$ cat config.mk
export PLATFORM = sky130hd
export DESIGN_NAME = spmp_port
export DESIGN_NICKNAME = d
export VERILOG_FILES = /design/src/design/spmp_pkg.sv /design/src/design/spmp_port.sv
export SDC_FILE = /design/constraint.sdc
export NUM_CORES = 1
export LEC_CHECK = 0
export BUFFER_PORTS_ARGS = -buffer_cell sky130_fd_sc_hd__buf_2
export CORE_ASPECT_RATIO = 0.75
export CORE_MARGIN = 2
export CORE_UTILIZATION = 53
export CTS_CLUSTER_DIAMETER = 40
export DETAILED_ROUTE_END_ITERATION = 10
export GPL_TIMING_DRIVEN = 0
export PLACE_DENSITY = 0.92
export SETUP_SLACK_MARGIN = 0.05
export SLEW_MARGIN = 20
export SYNTH_ARGS = -nofsm -noshare
export SYNTH_HDL_FRONTEND = slang
export SYNTH_SLANG_ARGS = --single-unit
$ cat constraint.sdc
create_clock -name clock -period 2.7 [get_ports clock]
set_input_delay 0 -clock clock [delete_from_list [all_inputs] [get_ports clock]]
set_output_delay 0 -clock clock [all_outputs]
set_load 0.03 [all_outputs]
$ cat src/design/spmp_pkg.sv
// Constants shared by the byte-wide serial port: register map, fields, rates.
// Assumes a 32-bit APB slave with one aligned word per register.
package spmp_pkg;
	localparam logic [7:0] ADDR_DATA = 8'h00;
	localparam logic [7:0] ADDR_CSR = 8'h04;
	localparam logic [7:0] ADDR_CTRL = 8'h08;
	// Control register fields
	localparam int CTRL_IE = 7;
	localparam int CTRL_EN = 6;
	localparam int CTRL_DIVEN = 5;
	localparam int CTRL_MASTER_SELECT_BIT = 4;
	localparam int CTRL_CLOCK_IDLE_LEVEL = 3;
	localparam int CTRL_CAPTURE_EDGE_SELECT = 2;
	localparam int CTRL_RATE_HI = 1;
	localparam int CTRL_RATE_LO = 0;
	localparam logic [7:0] CTRL_RESET = 8'h00;
	// Control/status register fields
	localparam int CSR_TC = 7;
	localparam int CSR_WRITE_COLLISION_FLAG = 6;
	localparam int CSR_OVR = 5;
	localparam int CSR_MODE_FAULT_FLAG = 4;
	localparam int CSR_SOD = 2;
	localparam int CSR_SSM = 1;
	localparam int CSR_SSI = 0;
	// Clock edges per byte (two per bit)
	localparam logic [4:0] EDGES_PER_BYTE = 5'h10;
	// Half-period count minus one for each rate code {diven, rate}
	function automatic logic [5:0] spmp_half(input logic [2:0] code);
		case (code)
			3'h4: spmp_half = 6'h01;
			3'h0: spmp_half = 6'h03;
			3'h1: spmp_half = 6'h07;
			3'h6: spmp_half = 6'h0F;
			3'h2: spmp_half = 6'h1F;
			3'h3: spmp_half = 6'h3F;
			default: spmp_half = 6'h03;
		endcase
	endfunction
endpackage

$ cat src/design/spmp_port.sv
// Byte-wide serial peripheral port, master or slave, behind an APB slave.
// Assumes pins already synchronous to clock; CPU halt and interrupt mask as inputs.
//
// Design decisions made here: the APB slave port and the address map.

////////////////////////////////////////////////////////////////////////////////
// How it works
// - Write during transfer is discarded, transfer continues
// - Collision flag set in master and slave
// - Collision flag never requests an interrupt
// - Received byte buffered, read never collides
// - Wait state: port runs, events wake
// - Halt freezes port and registers, except an enabled slave armed for wake
// - Slave completion wakes CPU from halt
// - Second byte before flag clear sets overrun
// - Halt wake only if select low at entry
// - Leaving slave mode restores normal state
// - Three events share one gated request
// - Interrupt enable bit gates the request
// - Port enable owns pins, cleared by fault
// - Master bit sets directions, cleared by fault
// - Idle level bit sets clock idle state
// - Phase bit picks first capture edge
// - Master clock divided by six rate codes
// - Rate bits ignored in slave mode
// - Unwritten slave echoes previously received byte
module spmp_port
	import spmp_pkg::*;
(
	input wire logic clock,
	input wire logic rst,
	input wire logic psel,
	input wire logic penable,
	input wire logic pwrite,
	input wire logic [7:0] paddr,
	input wire logic [31:0] pwdata,
	output logic [31:0] prdata,
	output logic pready,
	output logic pslverr,
	input wire logic cpu_halt,
	input wire logic cpu_int_mask,
	output logic irq_o,
	output logic halt_wake_o,
	output logic pins_owned_o,
	input wire logic sck_i,
	output logic sck_o,
	output logic sck_oe_n,
	input wire logic mosi_i,
	output logic mosi_o,
	output logic mosi_oe_n,
	input wire logic miso_i,
	output logic miso_o,
	output logic miso_oe_n,
	input wire logic ss_n_i
);
	logic [7:0] ctrl_r;
	logic sod_r, ssm_r, ssi_r;
	logic tc_r, write_collision_flag_r, ovr_r, mode_fault_flag_r;
	logic tc_arm_r, write_collision_flag_arm_r, mode_fault_flag_arm_r;
	logic [7:0] rx_r, sr_r, sr_nxt;
	logic out_r, run_r, sck_r, sck_prev_r;
	logic [4:0] cnt_r, n;
	logic [5:0] div_r, half;
	logic halt_prev_r, wake_ok_r;
	logic irq_r, wake_r, pins_r;
	logic sck_oe_n_r, mosi_oe_n_r, miso_oe_n_r;
	logic pready_r, pslverr_r;
	logic [31:0] prdata_r;
	logic en, master_select_bit, capture_edge_select, ss_eff, freeze, acc, acc_dr, wr_dr, acc_csr, rd_csr;
	logic wr_csr, wr_ctrl, busy, div_tick, slv_edge, edge_ev, capt, done;
	logic dr_ok, collide, fault, din, mapped;

	assign en = ctrl_r[CTRL_EN];
	assign master_select_bit = ctrl_r[CTRL_MASTER_SELECT_BIT];
	assign capture_edge_select = ctrl_r[CTRL_CAPTURE_EDGE_SELECT];
	assign ss_eff = ssm_r ? ssi_r : ss_n_i;
	// Slave may keep shifting in halt when wake was armed at entry
	assign freeze = cpu_halt & ~(wake_ok_r & ~master_select_bit & en);
	assign acc = psel & penable & pready_r;
	assign acc_dr = acc & (paddr == ADDR_DATA) & ~freeze;
	assign wr_dr = acc_dr & pwrite;
	assign acc_csr = acc & (paddr == ADDR_CSR) & ~freeze;
	assign rd_csr = acc_csr & ~pwrite;
	assign wr_csr = acc_csr & pwrite;
	assign wr_ctrl = acc & (paddr == ADDR_CTRL) & pwrite & ~freeze;
	assign mapped = (paddr == ADDR_DATA) | (paddr == ADDR_CSR) | (paddr == ADDR_CTRL);
	assign busy = run_r | (cnt_r != 5'h00);
	assign half = spmp_half({ctrl_r[CTRL_DIVEN], ctrl_r[CTRL_RATE_HI], ctrl_r[CTRL_RATE_LO]});
	assign div_tick = run_r & (div_r == half) & ~freeze;
	assign slv_edge = en & ~master_select_bit & ~ss_eff & (sck_i != sck_prev_r) & ~freeze;
	assign edge_ev = div_tick | slv_edge;
	assign n = cnt_r + 5'h01;
	assign capt = n[0] ^ capture_edge_select;
	assign din = master_select_bit ? miso_i : mosi_i;
	assign sr_nxt = (edge_ev & capt) ? {sr_r[6:0], din} : sr_r;
	assign done = edge_ev & (n == EDGES_PER_BYTE);
	assign collide = wr_dr & busy;
	assign dr_ok = wr_dr & ~busy & ~(tc_r & ~tc_arm_r);
	assign fault = en & master_select_bit & ~ss_eff & ~freeze;

	////////////////////////////////////////////////////////////////////////////
	// APB slave, one wait state
	always_ff @(posedge clock) begin
		if (rst) begin
			pready_r <= 1'b0;
			pslverr_r <= 1'b0;
			prdata_r <= 32'h0000_0000;
		end else if (psel & penable & ~pready_r) begin
			pready_r <= 1'b1;
			pslverr_r <= ~mapped;
			case (paddr)
				ADDR_DATA: prdata_r <= {24'h000000, rx_r};
				ADDR_CSR: prdata_r <= {24'h000000, tc_r, write_collision_flag_r, ovr_r, mode_fault_flag_r,
					1'b0, sod_r, ssm_r, ssi_r};
				ADDR_CTRL: prdata_r <= {24'h000000, ctrl_r};
				default: prdata_r <= 32'h0000_0000;
			endcase
		end else begin
			pready_r <= 1'b0;
			pslverr_r <= 1'b0;
		end
	end

	////////////////////////////////////////////////////////////////////////////
	// Control and software select bits
	always_ff @(posedge clock) begin
		if (rst) begin
			ctrl_r <= CTRL_RESET;
		end else if (fault) begin
			ctrl_r[CTRL_EN] <= 1'b0;
			ctrl_r[CTRL_MASTER_SELECT_BIT] <= 1'b0;
		end else if (wr_ctrl) begin
			ctrl_r <= pwdata[7:0];
			if (mode_fault_flag_r & ~mode_fault_flag_arm_r) begin
				ctrl_r[CTRL_EN] <= ctrl_r[CTRL_EN];
				ctrl_r[CTRL_MASTER_SELECT_BIT] <= ctrl_r[CTRL_MASTER_SELECT_BIT];
			end
		end
	end

	always_ff @(posedge clock) begin
		if (rst) begin
			sod_r <= 1'b0;
			ssm_r <= 1'b0;
			ssi_r <= 1'b0;
		end else if (wr_csr) begin
			sod_r <= pwdata[CSR_SOD];
			ssm_r <= pwdata[CSR_SSM];
			ssi_r <= pwdata[CSR_SSI];
		end
	end

	////////////////////////////////////////////////////////////////////////////
	// Shift engine
	always_ff @(posedge clock) begin
		if (rst) begin
			sr_r <= 8'h00;
			out_r <= 1'b0;
			cnt_r <= 5'h00;
			run_r <= 1'b0;
		end else if (!freeze) begin
			if (dr_ok) begin
				sr_r <= pwdata[7:0];
				out_r <= pwdata[7];
				cnt_r <= 5'h00;
				run_r <= master_select_bit & en;
			end else begin
				// Received byte stays in the shifter for echo
				sr_r <= sr_nxt;
				if (edge_ev & ~capt)
					out_r <= sr_r[7];
				if (done) begin
					cnt_r <= 5'h00;
					run_r <= 1'b0;
				end else if (edge_ev) begin
					cnt_r <= n;
				end
				if (~en) begin
					run_r <= 1'b0;
					cnt_r <= 5'h00;
				end else if (~master_select_bit & ss_eff) begin
					cnt_r <= 5'h00;
				end
			end
		end
	end

	always_ff @(posedge clock) begin
		if (rst)
			div_r <= 6'h00;
		else if (!freeze) begin
			if (~run_r | (div_r == half))
				div_r <= 6'h00;
			else
				div_r <= div_r + 6'h01;
		end
	end

	always_ff @(posedge clock) begin
		if (rst) begin
			sck_r <= 1'b0;
			sck_prev_r <= 1'b0;
		end else begin
			sck_prev_r <= sck_i;
			if (~run_r)
				sck_r <= ctrl_r[CTRL_CLOCK_IDLE_LEVEL];
			else if (div_tick)
				sck_r <= ~sck_r;
		end
	end

	////////////////////////////////////////////////////////////////////////////
	// Status flags; a set always wins over a clear
	always_ff @(posedge clock) begin
		if (rst) begin
			tc_r <= 1'b0;
			tc_arm_r <= 1'b0;
			ovr_r <= 1'b0;
			rx_r <= 8'h00;
		end else begin
			tc_r <= done | (tc_r & ~(tc_arm_r & acc_dr));
			tc_arm_r <= tc_r & ~(tc_arm_r & acc_dr) & (tc_arm_r | acc_csr);
			ovr_r <= (done & tc_r) | (ovr_r & ~rd_csr);
			if (done & ~tc_r)
				rx_r <= sr_nxt;
		end
	end

	always_ff @(posedge clock) begin
		if (rst) begin
			write_collision_flag_r <= 1'b0;
			write_collision_flag_arm_r <= 1'b0;
			mode_fault_flag_r <= 1'b0;
			mode_fault_flag_arm_r <= 1'b0;
		end else begin
			write_collision_flag_r <= collide | (write_collision_flag_r & ~(write_collision_flag_arm_r & acc_dr));
			write_collision_flag_arm_r <= write_collision_flag_r & ~(write_collision_flag_arm_r & acc_dr) & (write_collision_flag_arm_r | rd_csr);
			mode_fault_flag_r <= fault | (mode_fault_flag_r & ~(mode_fault_flag_arm_r & wr_ctrl));
			mode_fault_flag_arm_r <= mode_fault_flag_r & ~(mode_fault_flag_arm_r & wr_ctrl) & (mode_fault_flag_arm_r | rd_csr);
		end
	end

	////////////////////////////////////////////////////////////////////////////
	// Interrupt request and halt wake
	always_ff @(posedge clock) begin
		if (rst) begin
			halt_prev_r <= 1'b0;
			wake_ok_r <= 1'b0;
		end else begin
			halt_prev_r <= cpu_halt;
			if (~cpu_halt)
				wake_ok_r <= 1'b0;
			else if (~halt_prev_r)
				wake_ok_r <= ~ss_eff;
		end
	end

	always_ff @(posedge clock) begin
		if (rst) begin
			irq_r <= 1'b0;
			wake_r <= 1'b0;
		end else begin
			// Request also ends CPU wait
			irq_r <= ctrl_r[CTRL_IE] & ~cpu_int_mask & (tc_r | mode_fault_flag_r | ovr_r);
			wake_r <= cpu_halt & wake_ok_r & ctrl_r[CTRL_IE] & ~cpu_int_mask & tc_r;
		end
	end

	////////////////////////////////////////////////////////////////////////////
	// Pin drivers
	always_ff @(posedge clock) begin
		if (rst) begin
			pins_r <= 1'b0;
			sck_oe_n_r <= 1'b1;
			mosi_oe_n_r <= 1'b1;
			miso_oe_n_r <= 1'b1;
		end else begin
			pins_r <= en;
			sck_oe_n_r <= ~(en & master_select_bit);
			mosi_oe_n_r <= ~(en & master_select_bit & ~sod_r);
			miso_oe_n_r <= ~(en & ~master_select_bit & ~sod_r & ~ss_eff);
		end
	end

	assign prdata = prdata_r;
	assign pready = pready_r;
	assign pslverr = pslverr_r;
	assign irq_o = irq_r;
	assign halt_wake_o = wake_r;
	assign pins_owned_o = pins_r;
	assign sck_o = sck_r;
	assign sck_oe_n = sck_oe_n_r;
	assign mosi_o = out_r;
	assign mosi_oe_n = mosi_oe_n_r;
	assign miso_o = out_r;
	assign miso_oe_n = miso_oe_n_r;

	////////////////////////////////////////////////////////////////////////////
	// Checks
	chk_collision_flag: assert property (@(posedge clock) disable iff (rst)
		collide |=> write_collision_flag_r) else $error("collision not flagged");
	chk_collision_drop: assert property (@(posedge clock) disable iff (rst)
		collide && !edge_ev |=> $stable(sr_r) && $stable(cnt_r))
		else $error("colliding write disturbed shifter");
	chk_irq_source: assert property (@(posedge clock) disable iff (rst)
		irq_o |-> $past(tc_r | mode_fault_flag_r | ovr_r)) else $error("request without event");
	chk_irq_gate: assert property (@(posedge clock) disable iff (rst)
		$past(ctrl_r[CTRL_IE] & ~cpu_int_mask & tc_r) |-> irq_o)
		else $error("enabled completion gave no request");
	chk_overrun_keep: assert property (@(posedge clock) disable iff (rst)
		done && tc_r |=> ovr_r && $stable(rx_r)) else $error("overrun mishandled");
	chk_rx_load: assert property (@(posedge clock) disable iff (rst)
		done && !tc_r |=> tc_r && rx_r == $past(sr_nxt)) else $error("buffer not loaded");
	chk_mode_fault: assert property (@(posedge clock) disable iff (rst)
		fault |=> !ctrl_r[CTRL_EN] && !ctrl_r[CTRL_MASTER_SELECT_BIT] && mode_fault_flag_r)
		else $error("mode fault not taken");
	chk_halt_frozen: assert property (@(posedge clock) disable iff (rst)
		freeze |=> $stable(ctrl_r) && $stable(sr_r) && $stable(tc_r))
		else $error("state moved in halt");
	chk_idle_level: assert property (@(posedge clock) disable iff (rst)
		!run_r && !$past(run_r) |-> sck_o == $past(ctrl_r[CTRL_CLOCK_IDLE_LEVEL]))
		else $error("clock not at idle level");
	chk_sck_rate: assert property (@(posedge clock) disable iff (rst)
		run_r && $changed(sck_o) |-> $past(div_r) == $past(half))
		else $error("clock toggled off rate");
	chk_halt_wake: assert property (@(posedge clock) disable iff (rst)
		halt_wake_o |-> $past(wake_ok_r)) else $error("wake without armed select");
	chk_write_collision_flag_quiet: assert property (@(posedge clock) disable iff (rst)
		write_collision_flag_r && !tc_r && !mode_fault_flag_r && !ovr_r |=> !irq_o)
		else $error("collision flag raised a request");
	chk_busy_end: assert property (@(posedge clock) disable iff (rst)
		done |=> !busy)
		else $error("busy after completion");
	chk_write_inhibit: assert property (@(posedge clock) disable iff (rst)
		wr_dr && tc_r && !tc_arm_r && !edge_ev |=> $stable(sr_r))
		else $error("write accepted while completion pending");
	chk_slave_norate: assert property (@(posedge clock) disable iff (rst)
		!master_select_bit && !$past(master_select_bit) |-> !div_tick)
		else $error("divider ticked in slave mode");
	chk_wake_source: assert property (@(posedge clock) disable iff (rst)
		halt_wake_o |-> $past(tc_r) && $past(cpu_halt))
		else $error("wake without completion in halt");
	chk_wake_tc_only: assert property (@(posedge clock) disable iff (rst)
		!tc_r |=> !halt_wake_o)
		else $error("wake from event other than completion");
	chk_irq_masked: assert property (@(posedge clock) disable iff (rst)
		cpu_int_mask || !ctrl_r[CTRL_IE] |=> !irq_o)
		else $error("request while inhibited");
	chk_pins_released: assert property (@(posedge clock) disable iff (rst)
		!ctrl_r[CTRL_EN] |=> !pins_owned_o && sck_oe_n && mosi_oe_n && miso_oe_n)
		else $error("pins held while disabled");
	chk_master_dirs: assert property (@(posedge clock) disable iff (rst)
		ctrl_r[CTRL_EN] && ctrl_r[CTRL_MASTER_SELECT_BIT] |=> !sck_oe_n && miso_oe_n)
		else $error("master pin directions wrong");
	chk_rx_hold: assert property (@(posedge clock) disable iff (rst)
		!done |=> $stable(rx_r))
		else $error("receive buffer moved without completion");
	chk_select_clear: assert property (@(posedge clock) disable iff (rst)
		en && !master_select_bit && ss_eff && !freeze && !dr_ok |=> cnt_r == 5'h00)
		else $error("deselected slave kept its count");
	chk_halt_arm: assert property (@(posedge clock) disable iff (rst)
		cpu_halt && !halt_prev_r |=> wake_ok_r == !$past(ss_eff))
		else $error("wake arming wrong at halt entry");
	chk_wait_runs: assert property (@(posedge clock) disable iff (rst)
		!cpu_halt && div_tick |=> $changed(sck_o))
		else $error("clock stalled outside halt");
	chk_capture_phase: assert property (@(posedge clock) disable iff (rst)
		edge_ev && !dr_ok && (cnt_r[0] == capture_edge_select) |=> sr_r == {$past(sr_r[6:0]), $past(din)})
		else $error("bit not captured on phase edge");
	chk_collide_master: assert property (@(posedge clock) disable iff (rst)
		wr_dr && run_r |=> write_collision_flag_r)
		else $error("master collision not flagged");
endmodule

---- Word level (Yosys, flattened, before mapping) ----
Cells that the tools add are included.
word-level totals
  register bits after elaboration ......... 91
  bits of input ports ..................... 51
  output and inout port bits .............. 43
operators by class
  add/subtract/negate cells ............... 2
  eq/ne operators ......................... 13
  mux-type cells .......................... 20
  bitwise gates (word level) .............. 98
  reductions and logical operators ........ 11
operators with widths
  kind                                                    number
  AND 1 bit                                               55
  case mux 6 bit (5 select lines)                         1
  inverter 1 bit                                          28
  two-way mux 5 bit                                       5
  case mux 8 bit (3 select lines)                         1
  two-way mux 8 bit                                       2
  bitwise OR 1 bit                                        14
  two-way mux 1 bit                                       10
  AND reduction 2 bit                                     5
  equality test 8 x 3 -> 1 bit (second input constant)    1
  equality test 8 x 4 -> 1 bit (second input constant)    1
  zero test 8 bit                                         1
  adder 6 x 1 -> 6 bit (second input constant)            1
  equality test 3 x 2 -> 1 bit (second input constant)    2
  equality test 3 bit (second input constant)             2
  equality test 6 bit                                     1
  two-way mux 6 bit                                       1
  OR reduction 2 bit                                      3
  adder 5 x 1 -> 5 bit (second input constant)            1
  equality test 5 bit (second input constant)             1
  inequality test 5 x 1 -> 1 bit (second input constant)  1
  nonzero test 5 bit                                      1
  equality test 3 x 1 -> 1 bit (second input constant)    1
  inequality test 3 x 1 -> 1 bit (second input constant)  1
  other kinds (4)                                         4

---- Depth between registers and ports, before layout ----
Gate-level depths: netlist of run 1.
  depth after elaboration ................. 13
  mapped depth ............................ 9
  depth with buffers taken out ............ 8

---- Worst setup path before layout of run 1 ----
OpenSTA, ideal clock, no wires.
  path type ............................... register to register
  start point ............................. register cnt_r[0]
  end point ............................... register cnt_r[0]
  library setup time ...................... 0.114 ns
  arrival time ............................ 1.982 ns
  required time ........................... 2.586 ns
  path slack .............................. 0.604 ns
  cell stages (with the launch flop) ...... 10
  period minus slack after synthesis ...... 2.096 ns
  cell sequence ........................... dfxtp_1 clkbuf_1 inv_1 ha_1 nand2_1 nand4bb_1 nor4_2 nor4b_1 and3_1 a21o_1
on the way
  longest elaborated chain between the ends .. 7
  elaborated cells between the ends (all ways) .. 15
  classes of those cells .................. add/sub (1); eq/ne (2); mux (5); bitwise (5); reduce/logical (2)
RTL lines
  element                                                              line                               RTL
  start: declaration                                                   spmp_port.sv:62                    logic [4:0] cnt_r, n;
  start signal: assignment                                             spmp_port.sv:176                   cnt_r <= n;
  adder 5 x 1 -> 5 bit or nonzero test 5 bit (tied branches)           spmp_port.sv:92, spmp_port.sv:87
  equality test 5 bit or bitwise OR 1 bit (tied branches)              spmp_port.sv:96, spmp_port.sv:87
  AND 1 bit or inverter 1 bit (tied branches)                          spmp_port.sv:96, spmp_port.sv:98
  two-way mux 5 bit or AND 1 bit (tied branches)                       spmp_port.sv:172, spmp_port.sv:98
  two-way mux 5 bit or AND 1 bit (tied branches)                       spmp_port.sv:181, spmp_port.sv:98
  two-way mux 5 bit or inequality test 5 x 1 -> 1 bit (tied branches)  -
  two-way mux 5 bit or AND reduction 2 bit (tied branches)             -
Several ways; a longest one is shown, not always the timed one. The select of a mux whose other input is x is not followed.
A chain may end at the register's enable or synchronous reset.

---- Final worst setup path of run 1 ----
  start point ............................. register ctrl_r[6]
  end point ............................... register sr_r[2]
on the way
  longest elaborated chain between the ends .. 9
  elaborated cells between the ends (all ways) .. 17
  classes of those cells .................. mux (2); bitwise (15)
RTL lines
  element                                         line                                               RTL
  start: declaration                              spmp_port.sv:56                                    logic [7:0] ctrl_r;
  start signal: assignment                        spmp_port.sv:133                                   ctrl_r <= pwdata[7:0];
  start signal: indexed assignment                spmp_port.sv:135                                   ctrl_r[CTRL_EN] <= ctrl_r[CTRL_EN];
  start signal: indexed assignment                spmp_port.sv:136                                   ctrl_r[CTRL_MASTER_SELECT_BIT] <= ctrl_r[CTRL_MASTER_SELECT_BIT];
  AND 1 bit                                       spmp_port.sv:78                                    assign freeze = cpu_halt & ~(wake_ok_r & ~master_select_bit & en);
  inverter 1 bit                                  spmp_port.sv:78
  AND 1 bit                                       spmp_port.sv:78
  inverter 1 bit (no line)                        -
  AND 1 bit (on tied branches)                    spmp_port.sv:89, spmp_port.sv:80, spmp_port.sv:90
  bitwise OR 1 bit or AND 1 bit (tied branches)   spmp_port.sv:91, spmp_port.sv:81
  AND 1 bit (on tied branches)                    spmp_port.sv:95, spmp_port.sv:98
  two-way mux 8 bit or AND 1 bit (tied branches)  spmp_port.sv:95, spmp_port.sv:98
  two-way mux 8 bit                               spmp_port.sv:162                                   if (dr_ok) begin
  end signal: assignment                          spmp_port.sv:163                                   sr_r <= pwdata[7:0];
  end signal: assignment                          spmp_port.sv:169                                   sr_r <= sr_nxt;
  end: declaration                                spmp_port.sv:60                                    logic [7:0] rx_r, sr_r, sr_nxt;
Several ways; a longest one is shown, not always the timed one.

==> results.txt, run 1 <==
DRC viols = 0
Routed wire length per instance = 16.9 um
Die Y = 74.5 um
Commonest cells after routing, fill and taps aside = 67 x dfxtp_1, 48 x nor2_1, 46 x buf_2, 36 x mux2i_1, 33 x nand2_1
Critical Path Start = ctrl_r[6]
Worst setup path category = reg -> reg
Initial DRC count = 327
Gate Count Post-Synth = 397
Crit. End Element = flop
Starting Density = 55.3%
TritonCTS clock tree = yes
Worst clock skew = 10.1 ps
Register area share after synthesis = 38.2%
Footprint of the multi-input gates = 0.00198 mm2
Core outline area = 0.00635 mm2
Final Slew Violations = 0
Hold Slack = 57.8 ps
Mean Syn Cell Area = 8.84 um2
Sequential cell area = 0.00134 mm2
RSZ-0062 raised after global routing = true
Critical Path Fanout Max = 10
Worst rel slew slack = 26.9%
Fin crit share = 92.7%
Share of layout cells above drive strength 1 = 21.0%
Area growth syn-to-layout = 21.9%
Antenna-violating nets left = 0
Die Area = 0.00730 mm2
First-pass GRT wire length = 15200 um
Clock transition at the registers of the reported paths = 60 ps
DP Worst Slack = 150 ps
Required time of the critical path = 2900 ps
Fin. Hold Viols = 0
Count of placed standard cells including taps = 545
Total Routed Length = 9680 um
Status = completed
Port Buf Inserts = 44
Congestion Overflow GR = 0
Final net count = 543
EDFF count, synth = 0
Dominant cells by area after synthesis = dfxtp_1 38%, mux2i_1 10%, buf_4 5.6%, nor2_1 5.1%, nand2_1 3.5%
IO Count = 94
Clock Latency Late Sink = 350 ps
Final setup violation count = 0
Reg2Reg Launch Point = ctrl_r[6]
Slew @ Worst Pin = 1090 ps
Initial antenna violation count = 0
Final worst slack = 198 ps
Number of diodes = 0
Commonest non-fill, non-tap cell in the layout = dfxtp_1
Leakage = 1.78 nW
Clock buffer depth = 2
Via-per-instance ratio = 5.80
Peak VDD IR = 350 uV
H-tree levels = 3
Tot Pwr = 2.04 mW
Arrival @ worst endpoint = 2710 ps
Final min period = 2500 ps
Hold WC Path Type = in -> reg
Ys Warns = 0
Yosys top cell area share = 38.2%
Post-Layout Cell Count = 572
CP Launch Type = flop
Largest net degree at the start of global routing = 11
Worst Hold Launch = paddr[7]
DP HPWL = 6960 um
Number of max-cap violations = 0
Power Density = 476 mW/mm2
Post-synthesis cell type count = 59
Vias in the first global route = 3139
Asr flop ratio synth = 0%
GRT Total Usage = 26.8%
Root Buffer = clkbuf_8
Area leader, netlist = dfxtp_1
Cell Area, Synth = 0.00351 mm2
Routability Congestion = 0.946
Detailed-route via count = 3320
Clock sink count = 67
Top_reg_cell synth = dfxtp_1
Die width = 98.0 um
Postcts setup bufs = 0
# fillers = 497
Fmax = 0.400 GHz
Row Count = 25
Seq cells post-synth = 67
Setup tns final = 0 ps
1st-pass router iterations = 5
Num CTS Buffers = 9
[synth_stat cells, types with 6 or more instances]
master and number:
dfxtp_1 67, nor2_1 48, mux2i_1 36, nand2_1 33, buf_4 26, a21oi_1 16
clkbuf_1 13, o21ai_0 11, nor2b_1 10, a211oi_1 9, inv_1 9, nand3_1 9
nor3_1 9, a22oi_1 8, a311oi_1 8, nand2b_1 6, xor2_1 6
[flip-flops by register name, summed over array words and instances, names as in the netlist, 5 cells and up]
signal  count
ctrl_r      8
sr_r        8
cnt_r       5
div_r       6
prdata      8
rx_r        8
[metrics by stage]
step	instance area, um2	util (%)
finish	4280	67.4
CTS	4250	66.9
floorplan	3600	-
global route	4280	67.4
global placement	3920	61.7
detailed placement	3920	61.7
[where the power goes]
part	leakage (nW)	total [mW]	internal [mW]	switching [mW]
Sequential	0.540	0.994	0.991	0.00234
Combinational	1.14	0.188	0.0679	0.120
Clock	0.104	0.855	0.490	0.365
[path summary, 6_finish.rpt]
path | cells past startpoint | slack (ps) | end
max | 7 | 200 | sr_r[2]
min reg2reg | 2 | 480 | halt_wake_o
max reg2reg | 7 | 200 | sr_r[2]
min | 3 | 60 | pslverr
[cells by family after synthesis]
| logic type | Yosys count | share of synthesized area, % |
|---|---|---|
| simple gates | 142 | 20.2 |
| compound gates | 81 | 18.0 |
| flops | 67 | 38.2 |
| buf+inv | 54 | 8.63 |
| mux | 38 | 10.9 |
| xor+xnor | 10 | 2.50 |
| fa+ha+maj | 4 | 1.43 |
| other cells | 1 | 0.107 |
[layer usage]
metal	track usage (%)	up-vias	routed length [um]
met2	42.7	201	4390
met3	10.5	24	1200
li1	-	1557	-
met5	0	-	0
met1	34.0	1538	3910
met4	8.64	0	177
[worst max-delay path, stage by stage, from the launching register on]
cell,delay [ps]
dfxtp_1,480
nand2_1,150
o21ai_0,470
clkbuf_1,450
nand3_1,220
o31ai_4,190
mux2i_1,300
a211oi_1,100
[cell type report]
cell class / instances / share of cell area, %
Multi-Input combinational cell: 299 / 46.3
Sequential cell: 67 / 31.4
Timing Repair Buffer: 57 / 8.19
Buffer: 45 / 6.29
Clock buffer: 12 / 3.86
Tap cell: 81 / 2.37
Clock inverter: 2 / 0.819
Inverter: 9 / 0.790
[repair_timing]
item,4_1_cts,5_1_grt
hold endpoints to repair,23,0
gates resized for setup,0,5
setup endpoints to repair,0,22
hold buffers,13,0
Power figures use the tool's default switching activity.
==> inputs of run 2 (changes only) <==
==> constraint.sdc (replaced) <==
create_clock -name clock -period 2.7 [get_ports clock]
set_input_delay 0.135 -clock clock [delete_from_list [all_inputs] [get_ports clock]]
set_output_delay 0.135 -clock clock [all_outputs]
set_load 0.03 [all_outputs]
==> results.txt, run 2 (synthesis results as in run 1) <==
1st-pass router iterations = 5 (unchanged)
Final min period = 2490 ps (-12.9 ps)
Worst clock skew = 9.93 ps (-0.125 ps)
Setup tns final = 0 ps (unchanged)
Clock transition at the registers of the reported paths = 70 ps (about the same)
Congestion Overflow GR = 0 (unchanged)
Tot Pwr = 2.02 mW (-0.81%)
Required time of the critical path = 2990 ps (+90 ps)
Row Count = 25 (unchanged)
IO Count = 94 (unchanged)
First-pass GRT wire length = 14700 um (-3.8%)
Number of diodes = 0 (unchanged)
Total Routed Length = 9480 um (-2.0%)
Core outline area = 0.00635 mm2 (unchanged)
Clock Latency Late Sink = 350 ps (about the same)
Area growth syn-to-layout = 18.2%
GRT Total Usage = 25.9% (-0.92 points)
Bufs and invs on worst path = 2 (+1)
Int Pwr = 1.54 mW (-0.79%)
Num CTS Buffers = 9 (unchanged)
Slew @ Worst Pin = 1100 ps (+10.5 ps)
CP Launch Type = flop
Fin crit share = 92.2% (-0.48 points)
Max stage delay cell, worst path = nor4b_1
Postcts setup bufs = 0 (unchanged)
Highest cell delay on the worst timing path = 680 ps (+200 ps)
Clock sink count = 67 (unchanged)
Most used cell, CP = nand2_1
Die Y = 74.5 um (unchanged)
Via-per-instance ratio = 5.92 (+2.1%)
Peak VDD IR = 350 uV (+0.11%)
Final Slew Violations = 0 (unchanged)
Status = completed
Antenna-violating nets left = 0 (unchanged)
Starting Density = 55.3% (unchanged)
H-tree levels = 3 (unchanged)
Routability Congestion = 0.946 (unchanged)
Fmax = 0.402 GHz (+0.52%)
Worst setup path category = reg -> reg
Number of max-cap violations = 0 (unchanged)
Leakage = 1.73 nW (-3.0%)
Initial antenna violation count = 0 (unchanged)
TritonCTS clock tree = yes
Sw Pwr = 483 uW (-0.86%)
Power Density = 487 mW/mm2 (+2.3%)
Power share of the clock group = 42.3% (+0.3 points)
Worst path cell trace = clkbuf_1 > inv_1 > ha_1 > nand2_1 > nand4bb_1 > nor4_4 > nor4b_1 > nand2_1 > o2bb2ai_1
Commonest cells after routing, fill and taps aside = 67 x dfxtp_1, 48 x nor2_1, 46 x buf_2, 36 x mux2i_1, 33 x nand2_1
Critical Path Fanout Max = 9 (-1)
Share of layout cells above drive strength 1 = 21.5% (+0.57 points)
Port Buf Inserts = 44 (unchanged)
Hold WC Path Type = in -> reg
Footprint of the multi-input gates = 0.00198 mm2 (unchanged)
RSZ-0062 raised after global routing = true
Die Area = 0.00730 mm2 (unchanged)
Final net count = 530 (-2.4%)
Family with the most delay on the worst path = simple AND/OR/NAND/NOR gates
Root Buffer = clkbuf_8
DRC viols = 0 (unchanged)
Fin. Hold Viols = 0 (unchanged)
Switching share of power = 23.9% (about the same)
# fillers = 520 (+4.6%)
Die width = 98.0 um (unchanged)
Detailed-route via count = 3312 (-0.24%)
Flop pwr share = 49.2% (+0.4 points)
Combinational share of power = 8.5% (-0.7 points)
Sequential cell area = 0.00134 mm2 (unchanged)
Vias in the first global route = 2986 (-4.9%)
Commonest non-fill, non-tap cell in the layout = dfxtp_1
Initial DRC count = 277 (-15%)
Arrival @ worst endpoint = 2780 ps (+70 ps)
Routed wire length per instance = 17.0 um (+0.23%)
DP HPWL = 6960 um (unchanged)
Clock buffer depth = 2 (unchanged)
Final setup violation count = 0 (unchanged)
Largest net degree at the start of global routing = 11 (unchanged)
Worst rel slew slack = 26.2% (-0.70 points)
Crit. End Element = flop
## run 2: power by group through the flow
stage | Clock (mW) | Sequential [mW] | Combinational (mW)
floorplan | 0 | 1.02 | 0.117
finish | 0.854 | 0.994 | 0.173
detailed placement | 0 | 1.02 | 0.164
global route | 0.912 | 0.993 | 0.181
CTS | 0.857 | 0.994 | 0.164
global placement | 0 | 1.02 | 0.162
## run 2: worst register-to-register path: stages (launching register included)
cell and delay [ps]:
dfxtp_1 350, clkbuf_1 320, inv_1 120, ha_1 240
nand2_1 60, nand4bb_1 180, nor4_4 110, nor4b_1 680
nand2_1 210, o2bb2ai_1 170
## run 2: per-layer routing
layer,up-vias,global-route usage [%],wire length (um)
met5,-,0,0
met4,0,7.56,148
met3,24,8.46,1190
met2,206,40.9,4270
met1,1553,34.5,3870
li1,1529,-,-
## run 2: per-stage QoR
stage,setup slack [ps],cell area [um2],hold slack [ps],instances,utilization (%)
6_report,211,4150,45.2,559,65.3
5_1_grt,35.4,4150,51.5,559,65.3
4_1_cts,151,4120,37.7,559,64.8
3_5_place_dp,150,3920,401,545,61.7
3_3_place_gp,180,3920,384,545,61.7
2_1_floorplan,604,3600,233,420,-
## run 2: what timing repair did
action	4_1_cts	5_1_grt
endpoints found under the setup margin	0	22
hold buffers	0	0
resized for setup	0	5
## run 2: worst paths after layout
kind,from,end,slack (ps),cells past startpoint
max,cnt_r[0],cnt_r[4],210,9
min,pwdata[3],ctrl_r[3],50,3
max reg2reg,cnt_r[0],cnt_r[4],210,9
min reg2reg,wake_ok_r,halt_wake_o,490,2
## run 2: final cells by class
| class | instances | share of cell area, % |
|---|---|---|
| multi-input cells | 299 | 47.8 |
| flip-flops and latches | 67 | 32.3 |
| plain buffers | 45 | 6.49 |
| repair buffers | 44 | 5.31 |
| clock buffers | 12 | 3.98 |
| well taps | 81 | 2.44 |
| clock inverters | 2 | 0.845 |
| inverters | 9 | 0.814 |
==> inputs of run 3 (changes only) <==
--- a/config.mk
+++ b/config.mk
@@ -5,14 +5,16 @@
 export SDC_FILE = /design/constraint.sdc
 export NUM_CORES = 1
 export LEC_CHECK = 0
+export ABC_AREA = 1
 export BUFFER_PORTS_ARGS = -buffer_cell sky130_fd_sc_hd__buf_2
 export CORE_ASPECT_RATIO = 0.75
 export CORE_MARGIN = 2
 export CORE_UTILIZATION = 53
+export CTS_BUF_LIST = sky130_fd_sc_hd__clkbuf_16
 export CTS_CLUSTER_DIAMETER = 40
 export DETAILED_ROUTE_END_ITERATION = 10
 export GPL_TIMING_DRIVEN = 0
-export PLACE_DENSITY = 0.92
+export PLACE_DENSITY = 0.93
 export SETUP_SLACK_MARGIN = 0.05
 export SLEW_MARGIN = 20
 export SYNTH_ARGS = -nofsm -noshare
==> results.txt, run 3 <==
H-tree levels = 3 (unchanged)
Detailed-route via count = 3449 (+4.1%)
Hold-fix buffers, CTS = 0 (unchanged)
Gate Count Post-Synth = 493 (+24%)
Worst Hold Launch = sck_i
Slew @ Worst Pin = 523 ps (-581 ps)
Status = completed
Flop pwr share = 44.0% (-5.2 points)
Reg-to-reg setup timing slack = 630 ps (+420 ps)
RSZ-0062 raised after global routing = false
Arrival @ worst endpoint = 2270 ps (-510 ps)
Dominant cells by area after synthesis = dfxtp_1 39%, nand2_1 12%, nor2_1 6.2%, inv_1 5.9%, nand3_1 5.5%
Power Density = 552 mW/mm2 (+13%)
Congestion Overflow GR = 0 (unchanged)
Reg-to-Reg End = sr_r[5]
Initial antenna violation count = 0 (unchanged)
Final Slew Violations = 0 (unchanged)
Switching share of power = 23.4% (-0.53 points)
Family with the most delay on the worst path = simple AND/OR/NAND/NOR gates
GR Util met2 = 42.4% (+1.5 points)
Routed wire length per instance = 13.7 um (-19%)
Crit. End Element = flop
Die Y = 73.9 um (-0.73%)
Die width = 97.2 um (-0.74%)
Max stage delay cell, worst path = dfxtp_1
DP HPWL = 6870 um (-1.2%)
Post-Layout Cell Count = 656 (+17%)
Total Routed Length = 9020 um (-4.8%)
Worst rel slew slack = 65.0% (+39 points)
DRC viols = 0 (unchanged)
Root Buffer = clkbuf_16
Register area share after synthesis = 38.8% (+0.59 points)
Worst clock skew = 6.82 ps (-3.11 ps)
Clock buffer depth = 2 (unchanged)
Final setup violation count = 0 (unchanged)
Port Buf Inserts = 44 (unchanged)
Seq cells post-synth = 67 (unchanged)
Count of placed standard cells including taps = 641 (+18%)
Clock Latency Late Sink = 330 ps (-20 ps)
Via-per-instance ratio = 5.26 (-11%)
Asr flop ratio synth = 0% (unchanged)
Worst path cell trace = nand3_1 > nand2_2 > nand3_1 > nor2_2 > nand3b_1 > inv_1 > nand2_1 > nand2_1 > nor2_1
Final min period = 2070 ps (-421 ps)
Sw Pwr = 534 uW (+11%)
Commonest non-fill, non-tap cell in the layout = nand2_1
Cell Area, Synth = 0.00346 mm2 (-1.5%)
Starting Density = 54.7% (-0.58 points)
Vias in the first global route = 3144 (+5.3%)
CP Launch Type = flop
Mean Syn Cell Area = 7.01 um2 (-21%)
Clock sink count = 67 (unchanged)
Number of diodes = 0 (unchanged)
WHS Path Cells = 3 (unchanged)
Commonest cells after routing, fill and taps aside = 109 x nand2_1, 67 x dfxtp_1, 57 x nor2_1, 56 x inv_1, 47 x buf_2
1st-pass router iterations = 7 (+2)
First-pass GRT wire length = 14500 um (-1.2%)
Routability Congestion = 0.988 (+4.5%)
Final net count = 626 (+18%)
Ys Warns = 0 (unchanged)
Highest cell delay on the worst timing path = 460 ps (-220 ps)
Antenna-violating nets left = 0 (unchanged)
Fin. Hold Viols = 0 (unchanged)
Top_reg_cell synth = dfxtp_1
Setup tns final = 0 ps (unchanged)
EDFF count, synth = 0 (unchanged)
GRT Total Usage = 25.6% (-0.33 points)
Top Usage Layer GRT = met2
Peak VDD IR = 430 uV (+23%)
Fin crit share = 76.6% (-16 points)
Initial DRC count = 309 (+12%)
Bufs and invs on worst path = 1 (-1)
Yosys top cell area share = 38.8% (+0.59 points)
Area growth syn-to-layout = 19.8%
Area leader, netlist = dfxtp_1
Row Count = 25 (unchanged)
Required time of the critical path = 2910 ps (-80 ps)
Reg2Reg Launch Point = ctrl_r[6]
Leakage = 1.97 nW (+14%)
Fmax = 0.484 GHz (+20%)
Critical Path Fanout Max = 8 (-1)
Met3 track demand over resource = 8.55% (+0.094 points)
Endpoint, Worst Hold = sck_prev_r
GR Layer Usage met1 = 31.9% (-2.5 points)
Die Area = 0.00719 mm2 (-1.5%)
Largest net degree at the start of global routing = 11 (unchanged)
Worst reg2reg path depth = 9 (unchanged)
Most frequent cell after synthesis = nand2_1
Postcts setup bufs = 0 (unchanged)
Clock transition at the registers of the reported paths = 50 ps (-20 ps)
TritonCTS clock tree = yes
IO Count = 94 (unchanged)
Core outline area = 0.00632 mm2 (-0.49%)
Share of layout cells above drive strength 1 = 18.3% (-3.3 points)
Int Pwr = 1.75 mW (+14%)
# fillers = 534 (+2.7%)
Commonest cells post-synth = 109 x nand2_1, 67 x dfxtp_1, 57 x nor2_1
PostCTS Resize Cnt = 0 (unchanged)
Footprint of the multi-input gates = 0.00173 mm2 (-13%)
Number of max-cap violations = 0 (unchanged)
Hold WC Path Type = in -> reg
Power share of the clock group = 48.0% (+5.7 points)
Combinational share of power = 8.0% (-0.5 points)
Sequential cell area = 0.00134 mm2 (unchanged)
Post-synthesis cell type count = 39 (-34%)
Worst setup path category = reg -> reg
Num CTS Buffers = 9 (unchanged)
==> run 3: cell types whose count changed after synthesis, sizes merged, moves of 10 or more <==
| cell | change |
|---|---|
| a21oi | +18 |
| inv | +50 |
| mux2i | -36 |
| nand2 | +80 |
| nand3 | +29 |
| nor2 | +16 |
| nor2b | -10 |
| o21ai | +19 |
==> run 3: power groups by stage <==
stage / Sequential (mW) / Combinational, mW / Clock, mW
floorplan: 1.03 / 0.133 / 0
global placement: 1.02 / 0.175 / 0
detailed placement: 1.03 / 0.179 / 0
CTS: 1.00 / 0.180 / 1.10
global route: 1.01 / 0.200 / 1.14
finish: 1.00 / 0.183 / 1.10
==> run 3: worst max path at each step <==
stage / startpoint / cells after the start / endpoint / slack, ps
final: ctrl_r[6] / 9 / sr_r[5] / 630
after global routing: ctrl_r[6] / 9 / sr_r[5] / 510
after CTS: ctrl_r[6] / 9 / sr_r[5] / 730
after detailed placement: ctrl_r[6] / 9 / sr_r[5] / 750
after global placement: ctrl_r[6] / 9 / sr_r[5] / 790
after floorplan: pready / 9 / cnt_r[1] / 990
==> run 3: cell type report <==
class | count | area share, %
clock buffers | 9 | 5.44
well taps | 81 | 2.45
inverters | 62 | 5.62
plain buffers | 35 | 5.71
clock inverters | 6 | 1.21
flip-flops and latches | 67 | 32.4
repair buffers | 44 | 5.32
multi-input cells | 352 | 41.8
==> run 3: worst reg2reg max path: cells and delay by family, from the launching register on <==
kind / cells / cell delay, ps
buffers and inverters: 1 / 280
flip-flops: 1 / 460
AND/OR/NAND/NOR: 8 / 1200
==> run 3: metrics by stage <==
step                      setup WS (ps)  utilization [%]  area, um2  hold WS, ps  power (mW)
final                               632             65.5       4140         30.0        2.28
after global routing                505             65.5       4140         50.2        2.35
after CTS                           726             65.5       4140         32.1        2.29
after detailed placement            748             61.1       3860          379        1.20
after global placement              785             61.1       3860          368        1.20
after floorplan                     990                -       3540          242        1.16
==> run 3: kinds of logic after synthesis <==
logic type | Yosys count | synth area share (%)
buffers and inverters | 97 | 13.6
flip-flops | 67 | 38.8
AND/OR/NAND/NOR | 237 | 31.3
other | 1 | 0.109
adder cells (fa/ha/maj) | 4 | 1.45
XOR/XNOR | 10 | 2.53
AO/OA/AOI/OAI | 77 | 12.2
==> run 3: routing by layer <==
layer / share of wire (%) / vias up
li1: - / 1690
met1: 41 / 1553
met2: 47 / 183
met3: 9.5 / 23
met4: 2.4 / 0
met5: 0 / -
